### src/hdl/spi_port_pkg.sv
// Shared constants for the serial host port: register map, reset values,
// field positions, counts and the serial state encoding.
// Assumes a single 40 MHz system clock domain.
package spi_port_pkg;
    // Register offsets (six-bit address space)
    localparam logic [5:0] ADDR_CONFIG = 6'h05;
    localparam logic [5:0] ADDR_RX_EN = 6'h07;
    localparam logic [5:0] ADDR_RX_STAT = 6'h08;
    localparam logic [5:0] ADDR_TX_EN = 6'h0d;
    localparam logic [5:0] ADDR_TX_STAT = 6'h0e;
    localparam logic [5:0] ADDR_WAKE_EN = 6'h1c;
    localparam logic [5:0] ADDR_WAKE_STAT = 6'h1d;

    // Values after reset
    localparam logic [7:0] RST_CONFIG = 8'h01;
    localparam logic [7:0] RST_RX_EN = 8'h00;
    localparam logic [7:0] RST_TX_EN = 8'h00;
    localparam logic [7:0] RST_WAKE_EN = 8'h00;
    localparam logic [7:0] RST_RX_STAT = 8'h00;
    localparam logic [3:0] RST_TX_STAT = 4'h0;
    localparam logic RST_WAKE_STAT = 1'b1;

    // Field positions
    localparam int CMD_DIR_BIT = 7;
    localparam int CMD_INC_BIT = 6;
    localparam int CFG_POL_BIT = 0;
    localparam int WAKE_BIT = 0;
    localparam int SER_B_LO = 4;

    // Cycle counts
    localparam int OSC_START_CYC = 64;
    localparam int BIT_CLK_HALF_CYC = 20;

    // Bypass FIFO shape
    localparam int FIFO_WIDTH = 2;
    localparam int FIFO_DEPTH = 32;

    // Serial engine states, Gray along idle -> command -> data
    typedef enum logic [1:0] {
        ST_IDLE = 2'b00,
        ST_CMD = 2'b01,
        ST_DATA = 2'b11
    } spi_state_t;
endpackage

### src/hdl/sync_2ff.sv
// Two-flop level synchroniser for a bundle of independent pins.
// Assumes each bit is a slow level or an edge that lasts several clocks.
`timescale 1ns/1ps
module sync_2ff #(
    parameter int WIDTH = 1
) (
    // Clock and reset
    input wire logic sys_clk,
    input wire logic sys_rst,
    // Data
    input wire logic [WIDTH-1:0] d,
    output logic [WIDTH-1:0] q
);
    logic [WIDTH-1:0] meta;

    // First stage feeds only the second stage
    always_ff @(posedge sys_clk or posedge sys_rst)
    begin
        if (sys_rst)
        begin
            meta <= '0;
            q <= '0;
        end
        else
        begin
            meta <= d;
            q <= meta;
        end
    end
endmodule // sync_2ff

### src/hdl/bit_fifo.sv
// Synchronous FIFO with valid/ready on both sides and registered flags.
// Assumes both sides run on the same clock.
`timescale 1ns/1ps
module bit_fifo #(
    parameter int WIDTH = 2,
    parameter int DEPTH = 32
) (
    // Clock and reset
    input wire logic sys_clk,
    input wire logic sys_rst,
    // Fill side
    input wire logic in_valid,
    output logic in_ready,
    input wire logic [WIDTH-1:0] in_data,
    // Drain side
    output logic out_valid,
    input wire logic out_ready,
    output logic [WIDTH-1:0] out_data
);
    localparam int AW = $clog2(DEPTH);
    localparam int CW = AW + 1;
    logic [WIDTH-1:0] mem [DEPTH];
    logic [AW-1:0] wptr;
    logic [AW-1:0] rptr;
    logic [CW-1:0] count;
    logic [CW-1:0] next_count;
    logic push;
    logic pop;

    assign push = in_valid && in_ready;
    assign pop = out_valid && out_ready;
    assign out_data = mem[rptr];
    assign next_count = count + CW'(push) - CW'(pop);

    // Storage; no reset needed on the data itself
    always_ff @(posedge sys_clk)
    begin
        if (push)
            mem[wptr] <= in_data;
    end

    // Pointers and flags registered so ready never loops back combinationally
    always_ff @(posedge sys_clk or posedge sys_rst)
    begin
        if (sys_rst)
        begin
            wptr <= '0;
            rptr <= '0;
            count <= '0;
            in_ready <= 1'b1;
            out_valid <= 1'b0;
        end
        else
        begin
            if (push)
                wptr <= wptr + AW'(1);
            if (pop)
                rptr <= rptr + AW'(1);
            count <= next_count;
            in_ready <= (next_count != CW'(DEPTH));
            out_valid <= (next_count != '0);
        end
    end
endmodule // bit_fifo

### src/hdl/spi_irq_port.sv
// Host port of the radio: serial slave with register file, shared
// interrupt pin and the serializer-bypass bit path clocked by that pin.
// Assumes all pins are asynchronous to sys_clk and that the serial clock
// runs no faster than one eighth of sys_clk.
`timescale 1ns/1ps
module spi_irq_port (
    // Clock and reset
    input wire logic sys_clk,
    input wire logic sys_rst,
    // Serial pins
    input wire logic spi_sck,
    input wire logic spi_mosi,
    input wire logic spi_ss_n,
    output logic spi_miso,
    output logic spi_miso_oe,
    // Interrupt / bypass bit clock pin
    input wire logic irq_in,
    output logic irq_out,
    output logic irq_oe,
    // Power control pin
    input wire logic power_down_n,
    // Bypass data pins
    input wire logic bypass_bit_data_in,
    output logic bypass_bit_data_out,
    output logic bypass_bit_data_oe,
    input wire logic bypass_bit_valid_in,
    output logic bypass_bit_valid_out,
    output logic bypass_bit_valid_oe,
    // Baseband status and events
    input wire logic tx_mode_active,
    input wire logic rx_mode_active,
    input wire logic single_serializer_mode,
    input wire logic bypass_enable,
    input wire logic [3:0] tx_event,
    input wire logic [7:0] rx_event,
    // Bypass receive bits from the baseband
    input wire logic core_bit_push,
    input wire logic core_bit_data,
    input wire logic core_bit_valid,
    output logic core_bit_ready,
    // Bypass transmit bits to the baseband
    output logic tx_bit_strobe,
    output logic tx_bit_data,
    output logic tx_bit_valid,
    // Oscillator state
    output logic osc_running
);
    import spi_port_pkg::*;

    localparam int OSC_CW = $clog2(OSC_START_CYC + 1);
    localparam int DIV_CW = $clog2(BIT_CLK_HALF_CYC);

    logic [5:0] pins_raw;
    logic [5:0] pins_s;
    logic sck_s, mosi_s, ss_s, pd_s, dio_s, bypass_bit_valid_s;
    logic sck_d;
    logic sck_rise;
    spi_state_t state;
    logic [2:0] bit_cnt;
    logic [7:0] rx_shift;
    logic [7:0] tx_shift;
    logic [7:0] byte_in;
    logic byte_done;
    logic is_write;
    logic is_inc;
    logic [5:0] addr;
    logic [5:0] next_addr;
    logic [5:0] rd_addr;
    logic rd_stb;
    logic wr_stb;
    logic [7:0] rd_data;
    logic [7:0] cfg;
    logic [7:0] rx_en;
    logic [7:0] tx_en;
    logic [7:0] wake_en;
    logic [7:0] rx_stat;
    logic [3:0] tx_stat;
    logic wake_stat;
    logic wake_set;
    logic [7:0] rx_set;
    logic [OSC_CW-1:0] osc_cnt;
    logic tx_hit, rx_hit, wake_hit, irq_pend;
    logic [DIV_CW-1:0] div_cnt;
    logic bit_clk;
    logic bit_fall;
    logic fifo_valid;
    logic [1:0] fifo_data;
    logic fifo_pop;

    // Every pin crosses two flops before use
    assign pins_raw = {bypass_bit_valid_in, bypass_bit_data_in, power_down_n,
        spi_ss_n, spi_mosi, spi_sck};
    sync_2ff #(
        .WIDTH(6)
    ) pin_sync (
        .sys_clk(sys_clk),
        .sys_rst(sys_rst),
        .d(pins_raw),
        .q(pins_s)
    );
    assign {bypass_bit_valid_s, dio_s, pd_s, ss_s, mosi_s, sck_s} = pins_s;

    // Rising serial clock edge, only while selected and oscillator runs
    always_ff @(posedge sys_clk or posedge sys_rst)
    begin
        if (sys_rst)
            sck_d <= 1'b0;
        else
            sck_d <= sck_s;
    end
    assign sck_rise = sck_s && !sck_d && !ss_s && osc_running;
    assign byte_in = {rx_shift[6:0], mosi_s};
    assign byte_done = sck_rise && (bit_cnt == 3'd7);

    // Command fields and address step
    assign next_addr = is_inc ? addr + 6'h01 : addr;
    assign wr_stb = byte_done && (state == ST_DATA) && is_write;
    assign rd_stb = byte_done && !(state == ST_DATA && is_write)
        && !(state == ST_CMD && byte_in[CMD_DIR_BIT]);
    assign rd_addr = (state == ST_CMD) ? byte_in[5:0] : next_addr;

    // Register read mux; unmapped addresses read zero
    always_comb
    begin
        case (rd_addr)
            ADDR_CONFIG: rd_data = cfg;
            ADDR_RX_EN: rd_data = rx_en;
            ADDR_RX_STAT: rd_data = rx_stat;
            ADDR_TX_EN: rd_data = tx_en;
            ADDR_TX_STAT: rd_data = {4'h0, tx_stat};
            ADDR_WAKE_EN: rd_data = wake_en;
            ADDR_WAKE_STAT: rd_data = {7'h00, wake_stat};
            default: rd_data = 8'h00;
        endcase
    end

    // Transaction sequencer: select high always returns to idle
    always_ff @(posedge sys_clk or posedge sys_rst)
    begin
        if (sys_rst)
        begin
            state <= ST_IDLE;
            bit_cnt <= 3'd0;
            rx_shift <= 8'h00;
            addr <= 6'h00;
            is_write <= 1'b0;
            is_inc <= 1'b0;
        end
        else if (ss_s || !osc_running)
        begin
            state <= ST_IDLE;
            bit_cnt <= 3'd0;
        end
        else
        begin
            if (state == ST_IDLE)
                state <= ST_CMD;
            if (sck_rise)
            begin
                bit_cnt <= bit_cnt + 3'd1;
                rx_shift <= byte_in;
            end
            if (byte_done && state == ST_CMD)
            begin
                state <= ST_DATA;
                is_write <= byte_in[CMD_DIR_BIT];
                is_inc <= byte_in[CMD_INC_BIT];
                addr <= byte_in[5:0];
            end
            else if (byte_done && state == ST_DATA)
                addr <= next_addr;
        end
    end

    // Answer shift: new bit shortly after each sampling edge, so it is
    // stable well before the next one even with pin sync latency
    always_ff @(posedge sys_clk or posedge sys_rst)
    begin
        if (sys_rst)
        begin
            tx_shift <= 8'h00;
            spi_miso <= 1'b0;
            spi_miso_oe <= 1'b0;
        end
        else
        begin
            spi_miso_oe <= !ss_s && osc_running;
            if (ss_s)
                spi_miso <= 1'b0;
            else if (rd_stb)
            begin
                spi_miso <= rd_data[7];
                tx_shift <= {rd_data[6:0], 1'b0};
            end
            else if (byte_done)
                spi_miso <= 1'b0;
            else if (sck_rise)
            begin
                spi_miso <= tx_shift[7];
                tx_shift <= {tx_shift[6:0], 1'b0};
            end
        end
    end

    // Writable registers change only by serial writes, never by mode
    always_ff @(posedge sys_clk or posedge sys_rst)
    begin
        if (sys_rst)
        begin
            cfg <= RST_CONFIG;
            rx_en <= RST_RX_EN;
            tx_en <= RST_TX_EN;
            wake_en <= RST_WAKE_EN;
        end
        else if (wr_stb)
        begin
            case (addr)
                ADDR_CONFIG: cfg <= byte_in;
                ADDR_RX_EN: rx_en <= byte_in;
                ADDR_TX_EN: tx_en <= byte_in;
                ADDR_WAKE_EN: wake_en <= byte_in;
                default: ;
            endcase
        end
    end

    // Oscillator start-up model: held stopped while power-down is low
    always_ff @(posedge sys_clk or posedge sys_rst)
    begin
        if (sys_rst)
        begin
            osc_cnt <= '0;
            osc_running <= 1'b0;
        end
        else if (!pd_s)
        begin
            osc_cnt <= '0;
            osc_running <= 1'b0;
        end
        else if (osc_cnt != OSC_CW'(OSC_START_CYC))
            osc_cnt <= osc_cnt + OSC_CW'(1);
        else
            osc_running <= 1'b1;
    end
    assign wake_set = pd_s && !osc_running && (osc_cnt == OSC_CW'(OSC_START_CYC));

    // Sticky status, set regardless of enable; a set beats a read clear.
    // Reads that prefetch past the end of a burst clear as well.
    assign rx_set = single_serializer_mode ? {4'h0, rx_event[SER_B_LO-1:0]} : rx_event;
    always_ff @(posedge sys_clk or posedge sys_rst)
    begin
        if (sys_rst)
        begin
            rx_stat <= RST_RX_STAT;
            tx_stat <= RST_TX_STAT;
            wake_stat <= RST_WAKE_STAT;
        end
        else
        begin
            if (rd_stb && rd_addr == ADDR_RX_STAT)
                rx_stat <= rx_set;
            else
                rx_stat <= rx_stat | rx_set;
            if (rd_stb && rd_addr == ADDR_TX_STAT)
                tx_stat <= tx_event;
            else
                tx_stat <= tx_stat | tx_event;
            if (wake_set)
                wake_stat <= 1'b1;
            else if (rd_stb && rd_addr == ADDR_WAKE_STAT)
                wake_stat <= 1'b0;
        end
    end

    // Shared interrupt; each mode hides the other's sources
    assign wake_hit = wake_stat && wake_en[WAKE_BIT];
    assign tx_hit = |(tx_stat & tx_en[3:0]) && !rx_mode_active;
    assign rx_hit = |(rx_stat & rx_en) && !tx_mode_active;
    assign irq_pend = wake_hit || tx_hit || rx_hit;

    // Bypass bit clock divider, a free toggle while bypass is enabled
    always_ff @(posedge sys_clk or posedge sys_rst)
    begin
        if (sys_rst)
        begin
            div_cnt <= '0;
            bit_clk <= 1'b1;
        end
        else if (!bypass_enable)
        begin
            div_cnt <= '0;
            bit_clk <= 1'b1;
        end
        else if (div_cnt == DIV_CW'(BIT_CLK_HALF_CYC - 1))
        begin
            div_cnt <= '0;
            bit_clk <= !bit_clk;
        end
        else
            div_cnt <= div_cnt + DIV_CW'(1);
    end
    assign bit_fall = bypass_enable && bit_clk
        && (div_cnt == DIV_CW'(BIT_CLK_HALF_CYC - 1));

    // Pin driver: bit clock in bypass, else only the active level is driven
    always_ff @(posedge sys_clk or posedge sys_rst)
    begin
        if (sys_rst)
        begin
            irq_out <= 1'b0;
            irq_oe <= 1'b0;
        end
        else if (bypass_enable)
        begin
            irq_out <= bit_clk ^ bit_fall;
            irq_oe <= 1'b1;
        end
        else
        begin
            irq_out <= cfg[CFG_POL_BIT];
            irq_oe <= irq_pend;
        end
    end

    // Receive bits buffered so the baseband can run ahead of the pin clock
    assign fifo_pop = bit_fall && rx_mode_active;
    bit_fifo #(
        .WIDTH(FIFO_WIDTH),
        .DEPTH(FIFO_DEPTH)
    ) rx_bits (
        .sys_clk(sys_clk),
        .sys_rst(sys_rst),
        .in_valid(core_bit_push),
        .in_ready(core_bit_ready),
        .in_data({core_bit_valid, core_bit_data}),
        .out_valid(fifo_valid),
        .out_ready(fifo_pop),
        .out_data(fifo_data)
    );

    // Bypass pins: present on receive falls, sample on transmit falls
    always_ff @(posedge sys_clk or posedge sys_rst)
    begin
        if (sys_rst)
        begin
            bypass_bit_data_out <= 1'b0;
            bypass_bit_valid_out <= 1'b0;
            bypass_bit_data_oe <= 1'b0;
            bypass_bit_valid_oe <= 1'b0;
            tx_bit_strobe <= 1'b0;
            tx_bit_data <= 1'b0;
            tx_bit_valid <= 1'b0;
        end
        else
        begin
            bypass_bit_data_oe <= bypass_enable && rx_mode_active;
            bypass_bit_valid_oe <= bypass_enable && rx_mode_active;
            tx_bit_strobe <= bit_fall && tx_mode_active;
            if (fifo_pop)
            begin
                bypass_bit_data_out <= fifo_data[0];
                bypass_bit_valid_out <= fifo_valid && fifo_data[1];
            end
            if (bit_fall && tx_mode_active)
            begin
                tx_bit_data <= dio_s;
                tx_bit_valid <= bypass_bit_valid_s;
            end
        end
    end
endmodule // spi_irq_port

### config.mk
export PLATFORM = sky130hd
export DESIGN_NAME = spi_irq_port
export DESIGN_NICKNAME = d
export VERILOG_FILES = /design/src/hdl/spi_port_pkg.sv /design/src/hdl/sync_2ff.sv /design/src/hdl/bit_fifo.sv /design/src/hdl/spi_irq_port.sv
export SDC_FILE = /design/constraint.sdc
export NUM_CORES = 1
export LEC_CHECK = 0
export ABC_AREA = 1
export BUFFER_PORTS_ARGS = -buffer_cell sky130_fd_sc_hd__buf_2
export CORE_MARGIN = 5
export CORE_UTILIZATION = 40
export CTS_BUF_LIST = sky130_fd_sc_hd__clkbuf_16
export CTS_CLUSTER_DIAMETER = 150
export CTS_CLUSTER_SIZE = 24
export DETAILED_ROUTE_END_ITERATION = 12
export PLACE_DENSITY = 0.56
export REMOVE_ABC_BUFFERS = 1
export SETUP_SLACK_MARGIN = 0.2
export SYNTH_ARGS = -nofsm -noshare
export SYNTH_HDL_FRONTEND = slang
export SYNTH_SLANG_ARGS = --single-unit
### constraint.sdc
create_clock -name sys_clk -period 4.5 [get_ports sys_clk]
set_input_delay 0.45 -clock sys_clk [delete_from_list [all_inputs] [get_ports sys_clk]]
set_output_delay 0.45 -clock sys_clk [all_outputs]
set_load 0.005 [all_outputs]
==> results.rst, run 1 <==
.. list-table::
   :header-rows: 1

   * - Metric
     - Value
   * - Crit path buf inv count
     - 5
   * - Cell at the root of the clock tree
     - clkbuf_16
   * - Half-perimeter wire length of the detailed placement result
     - 13,500 um
   * - Post-synthesis instance area
     - 0.00886 mm2
   * - Transition time at the pin with the least slew margin
     - 1.02 ns
   * - Overall die height
     - 159 um
   * - Length of the first detailed-routing pass in iterations
     - 4
   * - Slowest cell delay on critical path
     - 0.47 ns
   * - Largest voltage drop on the vdd net
     - 0.296 mV
   * - Gate family responsible for the most delay along the worst path
     - simple AND/OR/NAND/NOR gates
   * - Fraction of final layout cells with drive strength greater than 1
     - 0.111
   * - DRC viols
     - 0
   * - Crit share post-route
     - 0.758
   * - Violation count after the first detailed-routing iteration
     - 373
   * - Synthesis-stage register bit count
     - 191
   * - Avg Vias per Cell
     - 5.01
   * - Worst-path cell chain
     - ha_1 > nand2_1 > nor3_1 > and3_1 > nand2_1 > inv_1 > nand2_1 > inv_1 > ha_1 > inv_1 > ha_1 > inv_1 > fa_1 > inv_1 > or2_2 > nor4_1 > nand2_1
   * - Tightest slew margin relative to the limit
     - 0.319
   * - Slowest cell on crit path
     - fa_1
   * - Worst hold-check path type
     - primary input to register
   * - Sequential area share after synthesis
     - 0.576
   * - Required @ worst endpoint
     - 4.81 ns
   * - Number of buffers added by the clock tree synthesis step
     - 17
   * - Most repeated library cell on the critical path
     - inv_1
   * - Worst Path Max Fanout
     - 5
   * - Setup_tns
     - 0 ns
   * - Yosys warning count
     - 0
   * - Final setup violation count
     - 0
   * - GR Overflow Total
     - 0
   * - Most common library cell in the layout ignoring fill and taps
     - nand2_1
   * - Initial standard-cell utilization of the core
     - 0.406
   * - Placeable core area
     - 0.0218 mm2
   * - Worst slack at placement
     - 1.09 ns
   * - Buffers added on ports
     - 39
   * - Multiplexer share of the synthesized area
     - 0.00678
   * - Max clock buf depth
     - 2
   * - Clk sink count
     - 191
   * - Leak
     - 0.00458 uW
   * - Area share of and/or/nand/nor cells after synthesis
     - 0.200
   * - Result of the run
     - finished clean
   * - Global-route wire length before repair
     - 32,600 um
   * - Initial antenna violation count
     - 1
   * - Final Hold Violating Endpoints
     - 0
   * - Crit path launch type
     - register
   * - Crit path time final
     - 3.41 ns
   * - Final #Nets
     - 1,038
   * - Most frequent cells in the layout
     - nand2_1 (163), inv_1 (134), nor2_1 (130)
   * - Largest net degree at the start of global routing
     - 98
   * - Count of standard-cell rows
     - 54
   * - Post-CTS setup buffer count
     - 0
   * - Routed length per placed instance
     - 15.3 um
   * - Quantity of gates resized following cts
     - 0
   * - Total Routed Length
     - 19,700 um
   * - Peak clock frequency supported by timing
     - 0.293 GHz
   * - Width of the chip
     - 159 um
   * - Arr. time, crit path
     - 3.73 ns
   * - Routed via count
     - 6,427
   * - Compound-cell area share of the yosys netlist
     - 0.101
   * - Classification of the worst setup path
     - register to register
   * - Clock latency reported for the late side of the worst-skew pair
     - 0.44 ns
   * - Post-layout utilization of the core
     - 0.454
   * - Endpoint class of the critical path
     - register
   * - Placer congestion estimate
     - 0.808
   * - Average instance area after synthesis
     - 9.31 um2
   * - Final max-slew violation count
     - 0
   * - Overall power after layout
     - 4000 uW
   * - Post-route clock skew
     - 0.0151 ns
   * - Combinational family with the most area after synthesis
     - simple AND/OR/NAND/NOR gates
   * - CTS tree
     - yes
   * - Vias in the first global route
     - 6,316
   * - Combined global-route utilization of all metal layers
     - 0.159
   * - Cts hold-fix bufs
     - 0
   * - XOR/XNOR share of the synthesized area
     - 0.0148
   * - Clock slew seen by the registers of the worst setup and hold paths
     - 0.08 ns
   * - Cell area power density
     - 403 mW/mm2
   * - CTS H-Tree Depth
     - 4
   * - Die Outline Area
     - 0.0252 mm2
   * - Setup repair after global routing missed its margin
     - no
   * - Worst Slack Setup Final
     - 1.09 ns
   * - Area growth from synthesis to final layout
     - 11.8%
   * - Gate count after technology mapping
     - 951
   * - Synthesized-area fraction occupied by adder cells
     - 0.0291
   * - Count of boundary I/O pins
     - 41
   * - Count of cell types in the netlist
     - 45
   * - Remaining antenna violation count
     - 0
   * - Count of max-cap constraint violations
     - 0
stage by stage:
step | cell area, um2 | instances | hold WS (ns)
6_report | 9910 | 1284 | 0.115
3_3_place_gp | 9310 | 1251 | 0.334
3_5_place_dp | 9310 | 1251 | 0.335
2_1_floorplan | 8740 | 929 | 0.331
5_1_grt | 9900 | 1283 | 0.0881
4_1_cts | 9900 | 1283 | 0.0943
worst paths after layout:
path	endpoint	cells after the start	startpoint	slack, ns
hold / removal	pin_sync.meta[5]	1	bypass_bit_valid_in	0.11
max in group asynchronous	cfg[0]	3	sys_rst	3.35
min in group asynchronous	osc_cnt[3]	2	sys_rst	0.19
hold reg to reg	pin_sync.q[2]	0	pin_sync.meta[2]	0.35
setup / recovery	rx_bits.out_valid	17	div_cnt[0]	1.09
setup reg to reg	rx_bits.out_valid	17	div_cnt[0]	1.09
layer usage:
| layer | track usage | vias up | part of all wire |
|---|---|---|---|
| li1 | - | 3190 | - |
| met1 | 0.224 | 3122 | 0.49 |
| met2 | 0.251 | 100 | 0.47 |
| met3 | 0.0358 | 13 | 0.035 |
| met4 | 0.0418 | 2 | 0.0092 |
| met5 | 0 | - | 0.00066 |
power by group:
part	switching (uW)	leakage (uW)	internal, uW
clock	753	0.000288	749
sequential	64.5	0.00218	1910
combinational	342	0.00211	179
total	1160	0.00458	2840
flip-flops by register name, indices dropped and copies added (netlist names), 2 cells and up:
register,count
pin_sync.q,6
rx_stat,8
rx_bits.rptr,5
tx_en,8
rx_bits.wptr,5
tx_shift,7
tx_stat,4
rx_shift,7
pin_sync.meta,6
cfg,8
rx_bits.count,6
rx_en,8
div_cnt,5
wake_en,8
addr,6
rx_bits.mem,64
bit_cnt,3
state,2
osc_cnt,7
synthesized netlist by cell type (all sizes together):
cell    count  area, um2
xor2       10       87.6
nor3        9       56.3
or2         1       6.26
dfrtp     123       3080
fa          1       20.0
o21ai      80        408
and3        1       6.26
o22ai      18        113
dfstp       4        105
o21bai      9       67.6
clkinv      1       3.75
and2        2       12.5
xnor2       5       43.8
buf        10       73.8
o211ai      3       22.5
a41oi       1       8.76
nand3      62        320
inv       138        518
a221oi      2       17.5
edfxtp     64       1920
nand2     173        684
o221ai      6       52.6
a22o        1       8.76
nor2      143        613
ha         19        238
mux2i       6       60.1
clkbuf     12       45.0
nor4        2       27.5
a211oi      2       15.0
nand4       7       43.8
a21oi      36        180
worst reg2reg max path, cell delays in order (launching register included):
cell and delay [ns]:
dfrtp_1 0.38, ha_1 0.21, nand2_1 0.07, nor3_1 0.17
and3_1 0.23, nand2_1 0.14, inv_1 0.11, nand2_1 0.09
inv_1 0.15, ha_1 0.25, inv_1 0.05, ha_1 0.15
inv_1 0.06, fa_1 0.47, inv_1 0.05, or2_2 0.26
nor4_1 0.35, nand2_1 0.10
logic make-up after synthesis:
kind of cell             after synthesis
AO/OA/AOI/OAI                        158
XOR/XNOR                              15
adder cells (fa/ha/maj)               20
buffers and inverters                161
flip-flops                           191
multiplexers                           6
AND/OR/NAND/NOR                      400
area by class of cell:
class / instances / area [um2]
clock buffers: 17 / 425
clock inverters: 15 / 165
flip-flops and latches: 191 / 5100
multi-input cells: 599 / 3110
repair buffers: 42 / 218
diodes: 1 / 2.50
inverters: 139 / 527
well taps: 280 / 350
fillers: 2115 / 11900
No activity file was read; power rests on OpenSTA's default activity.
==> run 2: changes to the inputs <==
==> constraint.sdc (replaced) <==
create_clock -name sys_clk -period 3.2 [get_ports sys_clk]
set_input_delay 0.32 -clock sys_clk [delete_from_list [all_inputs] [get_ports sys_clk]]
set_output_delay 0.32 -clock sys_clk [all_outputs]
set_load 0.005 [all_outputs]
==> results.rst, run 2 (same netlist as run 1, synthesis figures left out) <==
.. list-table::
   :header-rows: 1

   * - Metric
     - Value
   * - Slack of the worst reg-to-reg path
     - 0.26 ns (-0.83 ns)
   * - Leak
     - 0.00470 uW (+2.7%)
   * - Met3 Routed Length
     - 571 um (-17%)
   * - Setup_tns
     - 0 ns (unchanged)
   * - WL met2
     - 9560 um (+4.0%)
   * - Flop pwr share
     - 0.481 (-0.013)
   * - Crit path buf inv count
     - 4 (-1)
   * - Number of buffers added by the clock tree synthesis step
     - 17 (unchanged)
   * - Number of flip-flops under the largest register name
     - 64 (unchanged)
   * - Crit path launch type
     - register
   * - Result of the run
     - finished, violations left
   * - Cell at the root of the clock tree
     - clkbuf_16
   * - Overall power after layout
     - 5770 uW (+44%)
   * - Crit share post-route
     - 0.918 (+0.160)
   * - Cell area power density
     - 567 mW/mm2 (+41%)
   * - Worst hold-check path type
     - primary input to asynchronous set/reset pin
   * - Buffers added on ports
     - 39 (unchanged)
   * - Clock latency reported for the late side of the worst-skew pair
     - 0.43 ns (about the same)
   * - Clock slew seen by the registers of the worst setup and hold paths
     - 0.08 ns (about the same)
   * - FF-to-FF End
     - rx_bits.out_valid
   * - Vias in the first global route
     - 6,329 (+0.21%)
   * - Area growth from synthesis to final layout
     - 15.0%
   * - Slowest cell delay on critical path
     - 0.38 ns (-0.09 ns)
   * - R2r startpoint
     - div_cnt[1]
   * - Combined global-route utilization of all metal layers
     - 0.160 (+0.000501)
   * - Final #Nets
     - 1,062 (+2.3%)
   * - Combinational power share
     - 0.156 (+0.026)
   * - Length of the first detailed-routing pass in iterations
     - 5 (+1)
   * - Final max-slew violation count
     - 0 (unchanged)
   * - Avg Vias per Cell
     - 4.93 (-1.6%)
   * - Placer congestion estimate
     - 0.815 (+0.93%)
   * - Final setup violation count
     - 0 (unchanged)
   * - Max clock buf depth
     - 2 (unchanged)
   * - Routed length per placed instance
     - 15.3 um (-0.16%)
   * - Tightest slew margin relative to the limit
     - 0.514 (+0.195)
   * - Count of max-cap constraint violations
     - 0 (unchanged)
   * - Register ranked first by flip-flop count
     - rx_bits.mem
   * - Worst r2r path cells
     - 18 (+1)
   * - Failing checks
     - negative hold slack
   * - CTS tree
     - yes
   * - Total Routed Length
     - 20,000 um (+1.7%)
   * - Placeable core area
     - 0.0218 mm2 (unchanged)
   * - Worst Path Max Fanout
     - 2 (-3)
   * - Die Outline Area
     - 0.0252 mm2 (unchanged)
   * - GR Overflow Total
     - 0 (unchanged)
   * - Clk sink count
     - 191 (unchanged)
   * - Setup repair after global routing missed its margin
     - yes
   * - Peak clock frequency supported by timing
     - 0.340 GHz (+16%)
   * - Overall die height
     - 159 um (unchanged)
   * - Remaining antenna violation count
     - 0 (unchanged)
   * - Fin Hold WS
     - -0.00314 ns (-0.118 ns)
   * - Transition time at the pin with the least slew margin
     - 0.727 ns (-0.294 ns)
   * - Largest voltage drop on the vdd net
     - 0.426 mV (+44%)
   * - Routed via count
     - 6,443 (+0.25%)
   * - Internal power
     - 4060 uW (+43%)
   * - Initial antenna violation count
     - 2 (+1)
   * - Post-route clock skew
     - 0.0188 ns (+0.00362 ns)
   * - Most repeated library cell on the critical path
     - inv_2
   * - Fraction of final layout cells with drive strength greater than 1
     - 0.144 (+0.0334)
   * - NetSw
     - 1710 uW (+48%)
   * - Global-route wire length before repair
     - 32,900 um (+0.93%)
   * - Largest net degree at the start of global routing
     - 79 (-19%)
   * - Width of the chip
     - 159 um (unchanged)
   * - Initial standard-cell utilization of the core
     - 0.406 (unchanged)
   * - Violation count after the first detailed-routing iteration
     - 320 (-14%)
   * - Final Hold Violating Endpoints
     - 7 (+7)
   * - Gate family responsible for the most delay along the worst path
     - simple AND/OR/NAND/NOR gates
   * - Relative contribution of the clock network to total power
     - 0.363 (-0.013)
   * - Arr. time, crit path
     - 3.24 ns (-0.49 ns)
   * - Detailed-route wire length on metal 1
     - 9680 um (+0.57%)
   * - Most frequent cells in the layout
     - nand2_1 (160), nor2_1 (129), inv_1 (128)
   * - Endpoint class of the critical path
     - register
   * - CTS H-Tree Depth
     - 4 (unchanged)
   * - Switching power share of the total
     - 0.297 (+0.00644)
   * - Classification of the worst setup path
     - register to register
   * - Worst-path cell chain
     - ha_2 > nand2_2 > nor3_2 > and3_4 > nand2_4 > inv_2 > nand2_2 > inv_2 > ha_4 > inv_2 > ha_4 > inv_2 > fa_2 > nor2_2 > a211oi_2 > xor2_2 > nor4_4 > nand2_1
   * - Count of standard-cell rows
     - 54 (unchanged)
   * - Half-perimeter wire length of the detailed placement result
     - 13,800 um (+2.7%)
   * - Count of boundary I/O pins
     - 41 (unchanged)
   * - Crit path time final
     - 2.94 ns (-0.475 ns)
   * - Required @ worst endpoint
     - 3.51 ns (-1.30 ns)
   * - DRC viols
     - 0 (unchanged)
   * - Highest routing layer actually used
     - met5
   * - Most common library cell in the layout ignoring fill and taps
     - nand2_1
   * - Slowest cell on crit path
     - dfrtp_1
## run 2: cell types whose count changed in the layout (fill, tap and decap cells not counted), moves of 3 or more
cell / before / now
nand2_1: 163 / 160
inv_2: 4 / 9
inv_1: 134 / 128
buf_4: 3 / 22
ha_1: 19 / 16
dlygate4sd3_1: 0 / 5
## run 2: metrics by stage
stage | cell area (um2) | setup WS, ns | util | hold WS [ns] | instances
2_1_floorplan | 8740 | -0.498 | - | 0.331 | 929
3_3_place_gp | 9390 | -0.00249 | 0.430 | 0.331 | 1261
3_5_place_dp | 9390 | -0.0343 | 0.430 | 0.335 | 1261
4_1_cts | 10100 | 0.202 | 0.462 | 0.00431 | 1301
5_1_grt | 10200 | 0.119 | 0.467 | 0.0117 | 1308
6_report | 10200 | 0.263 | 0.467 | -0.00314 | 1308
## run 2: cell type report
class / instances / area, um2
Fill cell: 2110 / 11600
Sequential cell: 191 / 5100
Multi-Input combinational cell: 599 / 3200
Inverter: 139 / 527
Clock buffer: 17 / 425
Timing Repair Buffer: 66 / 410
Tap cell: 280 / 350
Clock inverter: 15 / 166
Antenna cell: 1 / 2.50
## run 2: worst max-delay path by stage
stage | to | cells after the start | startpoint
floorplan | addr[0] | 1 | sys_rst
global placement | rx_bits.out_valid | 17 | div_cnt[0]
detailed placement | rx_bits.out_valid | 17 | div_cnt[0]
CTS | rx_bits.out_valid | 17 | div_cnt[1]
global route | rx_bits.out_valid | 18 | div_cnt[1]
finish | rx_bits.out_valid | 18 | div_cnt[1]
## run 2: what timing repair did
| item | in CTS | in global routing |
|---|---|---|
| endpoints found under the hold margin | 5 | 0 |
| setup buffers | 3 | 6 |
| resized for setup | 8 | 14 |
| hold buffers | 5 | 0 |
| endpoints found under the setup margin | 2 | 2 |
| pin swaps | 5 | 11 |
## run 2: routing by layer
layer	vias to the layer above	GRT usage
met1	3106	0.227
met3	19	0.0345
met5	-	0
met2	86	0.251
li1	3230	-
met4	2	0.0387
## run 2: power groups by stage
| stage | combinational (uW) | sequential (uW) | clock [uW] |
|---|---|---|---|
| after floorplan | 540 | 2800 | 0 |
| after global placement | 744 | 2820 | 0 |
| after detailed placement | 744 | 2830 | 0 |
| after CTS | 815 | 2780 | 2160 |
| after global routing | 1020 | 2800 | 2270 |
| final | 900 | 2780 | 2100 |
==> run 3: changes to the inputs <==
--- a/config.mk
+++ b/config.mk
@@ -14,6 +14,7 @@
 export CTS_CLUSTER_SIZE = 24
 export DETAILED_ROUTE_END_ITERATION = 12
 export PLACE_DENSITY = 0.56
+export RECOVER_POWER = 50
 export REMOVE_ABC_BUFFERS = 1
 export SETUP_SLACK_MARGIN = 0.2
 export SYNTH_ARGS = -nofsm -noshare
==> constraint.sdc (replaced) <==
create_clock -name sys_clk -period 3.2 [get_ports sys_clk]
set_input_delay 0.32 -clock sys_clk [delete_from_list [all_inputs] [get_ports sys_clk]]
set_output_delay 0.32 -clock sys_clk [all_outputs]
set_load 0.01 [all_outputs]
==> results.rst, run 3 (same netlist as run 1, synthesis figures left out) <==
.. list-table::
   :header-rows: 1

   * - Metric
     - Value
   * - Result of the run
     - finished, violations left
   * - Failing checks
     - max-capacitance violations, max-slew violations
   * - Min-Delay Path Depth
     - 1
   * - Overall power after layout
     - 5770 uW (about the same)
   * - Count of boundary I/O pins
     - 41 (unchanged)
   * - Worst Path Max Fanout
     - 2 (unchanged)
   * - Remaining antenna violation count
     - 0 (unchanged)
   * - R2r startpoint
     - div_cnt[1]
   * - Number of buffers added by the clock tree synthesis step
     - 17 (unchanged)
   * - Crit path time final
     - 2.95 ns (+0.00978 ns)
   * - Avg Vias per Cell
     - 4.92 (-0.12%)
   * - Die Outline Area
     - 0.0252 mm2 (unchanged)
   * - Clk sink count
     - 191 (unchanged)
   * - Setup_tns
     - 0 ns (unchanged)
   * - Violation count after the first detailed-routing iteration
     - 345 (+7.8%)
   * - Cell area power density
     - 568 mW/mm2 (+0.17%)
   * - Total Routed Length
     - 20,100 um (+0.25%)
   * - Routed via count
     - 6,435 (-0.12%)
   * - Largest voltage drop on the vdd net
     - 0.426 mV (about the same)
   * - Vias in the first global route
     - 6,329 (unchanged)
   * - Worst-path cell chain
     - ha_2 > nand2_2 > nor3_2 > and3_4 > nand2_4 > inv_2 > nand2_2 > inv_2 > ha_4 > inv_2 > ha_4 > inv_2 > fa_2 > nor2_2 > a211oi_2 > xor2_2 > nor4_4 > nand2_1
   * - Setup repair after global routing missed its margin
     - yes
   * - Transition time at the pin with the least slew margin
     - 1.66 ns (+0.934 ns)
   * - Peak clock frequency supported by timing
     - 0.339 GHz (-0.33%)
   * - Placeable core area
     - 0.0218 mm2 (unchanged)
   * - Slack of the worst reg-to-reg path
     - 0.25 ns (about the same)
   * - CTS H-Tree Depth
     - 4 (unchanged)
   * - Number of flip-flops under the largest register name
     - 64 (unchanged)
   * - Crit share post-route
     - 0.921 (+0.00306)
   * - Length of the first detailed-routing pass in iterations
     - 5 (unchanged)
   * - Fraction of final layout cells with drive strength greater than 1
     - 0.133 (-0.0107)
   * - Slowest cell delay on critical path
     - 0.38 ns (about the same)
   * - Most repeated library cell on the critical path
     - inv_2
   * - GR Overflow Total
     - 0 (unchanged)
   * - Post-route clock skew
     - 0.0184 ns (-0.000308 ns)
   * - Largest net degree at the start of global routing
     - 79 (unchanged)
   * - Leak
     - 0.00467 uW (-0.72%)
   * - FF-to-FF End
     - rx_bits.out_valid
   * - Gate family responsible for the most delay along the worst path
     - simple AND/OR/NAND/NOR gates
   * - Half-perimeter wire length of the detailed placement result
     - 13,800 um (unchanged)
   * - Final setup violation count
     - 0 (unchanged)
   * - Final #Nets
     - 1,062 (unchanged)
   * - Crit path buf inv count
     - 4 (unchanged)
   * - Count of standard-cell rows
     - 54 (unchanged)
   * - Width of the chip
     - 159 um (unchanged)
   * - Classification of the worst setup path
     - register to register
   * - Routed length per placed instance
     - 15.4 um (+0.25%)
   * - Most frequent cells in the layout
     - nand2_1 (161), nor2_1 (129), inv_1 (128)
   * - Worst r2r path cells
     - 18 (unchanged)
   * - Required @ worst endpoint
     - 3.51 ns (about the same)
   * - Most common library cell in the layout ignoring fill and taps
     - nand2_1
   * - Tightest slew margin relative to the limit
     - -0.107 (-0.621)
   * - Placer congestion estimate
     - 0.815 (unchanged)
   * - Fin Hold WS
     - 0.0564 ns (+0.0595 ns)
   * - Max clock buf depth
     - 2 (unchanged)
   * - Area growth from synthesis to final layout
     - 14.7%
   * - Arr. time, crit path
     - 3.25 ns (about the same)
   * - Buffers added on ports
     - 39 (unchanged)
   * - Overall die height
     - 159 um (unchanged)
   * - DRC viols
     - 0 (unchanged)
   * - Endpoint class of the critical path
     - register
   * - Register ranked first by flip-flop count
     - rx_bits.mem
   * - Final Hold Violating Endpoints
     - 0 (-7)
   * - Initial antenna violation count
     - 2 (unchanged)
   * - Initial standard-cell utilization of the core
     - 0.406 (unchanged)
   * - Crit path launch type
     - register
   * - Slowest cell on crit path
     - dfrtp_1
   * - Cell at the root of the clock tree
     - clkbuf_16
   * - Endpoint, Worst Hold
     - pin_sync.meta[2]
   * - CTS tree
     - yes
   * - Startpoint of the tightest hold check path
     - spi_ss_n
   * - Count of max-cap constraint violations
     - 1 (+1)
   * - Combined global-route utilization of all metal layers
     - 0.160 (unchanged)
   * - Worst hold-check path type
     - primary input to register
   * - Clock latency reported for the late side of the worst-skew pair
     - 0.43 ns (about the same)
   * - Clock slew seen by the registers of the worst setup and hold paths
     - 0.08 ns (about the same)
   * - Final max-slew violation count
     - 79 (+79)
   * - Global-route wire length before repair
     - 32,900 um (unchanged)
[run 3: worst max path at each step]
stage               start           endpoint  slack, ns  cells after the start
6_report       div_cnt[1]  rx_bits.out_valid       0.25                     18
4_1_cts        div_cnt[1]  rx_bits.out_valid       0.20                     17
3_5_place_dp   div_cnt[0]  rx_bits.out_valid      -0.03                     17
2_1_floorplan     sys_rst            addr[0]      -0.50                      1
5_1_grt        div_cnt[1]  rx_bits.out_valid       0.11                     18
3_3_place_gp   div_cnt[0]  rx_bits.out_valid     -0.002                     17
[run 3: layout make-up]
type                    count  area, um2
clock buffers              17        425
well taps                 280        350
multi-input cells         599       3200
fillers                  2119      11700
flip-flops and latches    191       5100
clock inverters            15        166
repair buffers             66        392
diodes                      1       2.50
inverters                 139        526
[run 3: worst register-to-register path, cell delays in order (launching register included)]
cell and delay [ns]:
dfrtp_1 0.38, ha_2 0.20, nand2_2 0.05, nor3_2 0.14
and3_4 0.24, nand2_4 0.05, inv_2 0.07, nand2_2 0.06
inv_2 0.08, ha_4 0.20, inv_2 0.06, ha_4 0.12
inv_2 0.04, fa_2 0.37, nor2_2 0.11, a211oi_2 0.07
xor2_2 0.20, nor4_4 0.32, nand2_1 0.09
[run 3: repair_timing]
action / CTS / global route
hold buffers: 5 / 0
resized for setup: 8 / 14
setup buffers: 3 / 6
hold endpoints to repair: 5 / 0
pin swaps: 5 / 11
setup endpoints to repair: 2 / 2
[run 3: through the flow]
stage / instances / utilization / worst slack [ns] / cell area [um2]
final: 1308 / 0.466 / 0.253 / 10200
after global routing: 1308 / 0.466 / 0.109 / 10200
after CTS: 1301 / 0.462 / 0.202 / 10100
after detailed placement: 1261 / 0.430 / -0.0343 / 9390
after global placement: 1261 / 0.430 / -0.00249 / 9390
after floorplan: 929 / - / -0.498 / 8740
[run 3: routing by layer]
layer,part of all wire,track usage,wire [um],up-vias
met1,0.48,0.227,9670,3091
met5,0.00035,0,7,-
met4,0.010,0.0387,202,2
met2,0.48,0.251,9550,97
met3,0.033,0.0345,655,17
li1,-,-,-,3228
[run 3: report_power, final]
part           switching, uW  internal, uW  total, uW
sequential              92.4          2680       2780
clock                   1040          1050       2090
combinational            581           319        900
total                   1710          4060       5770
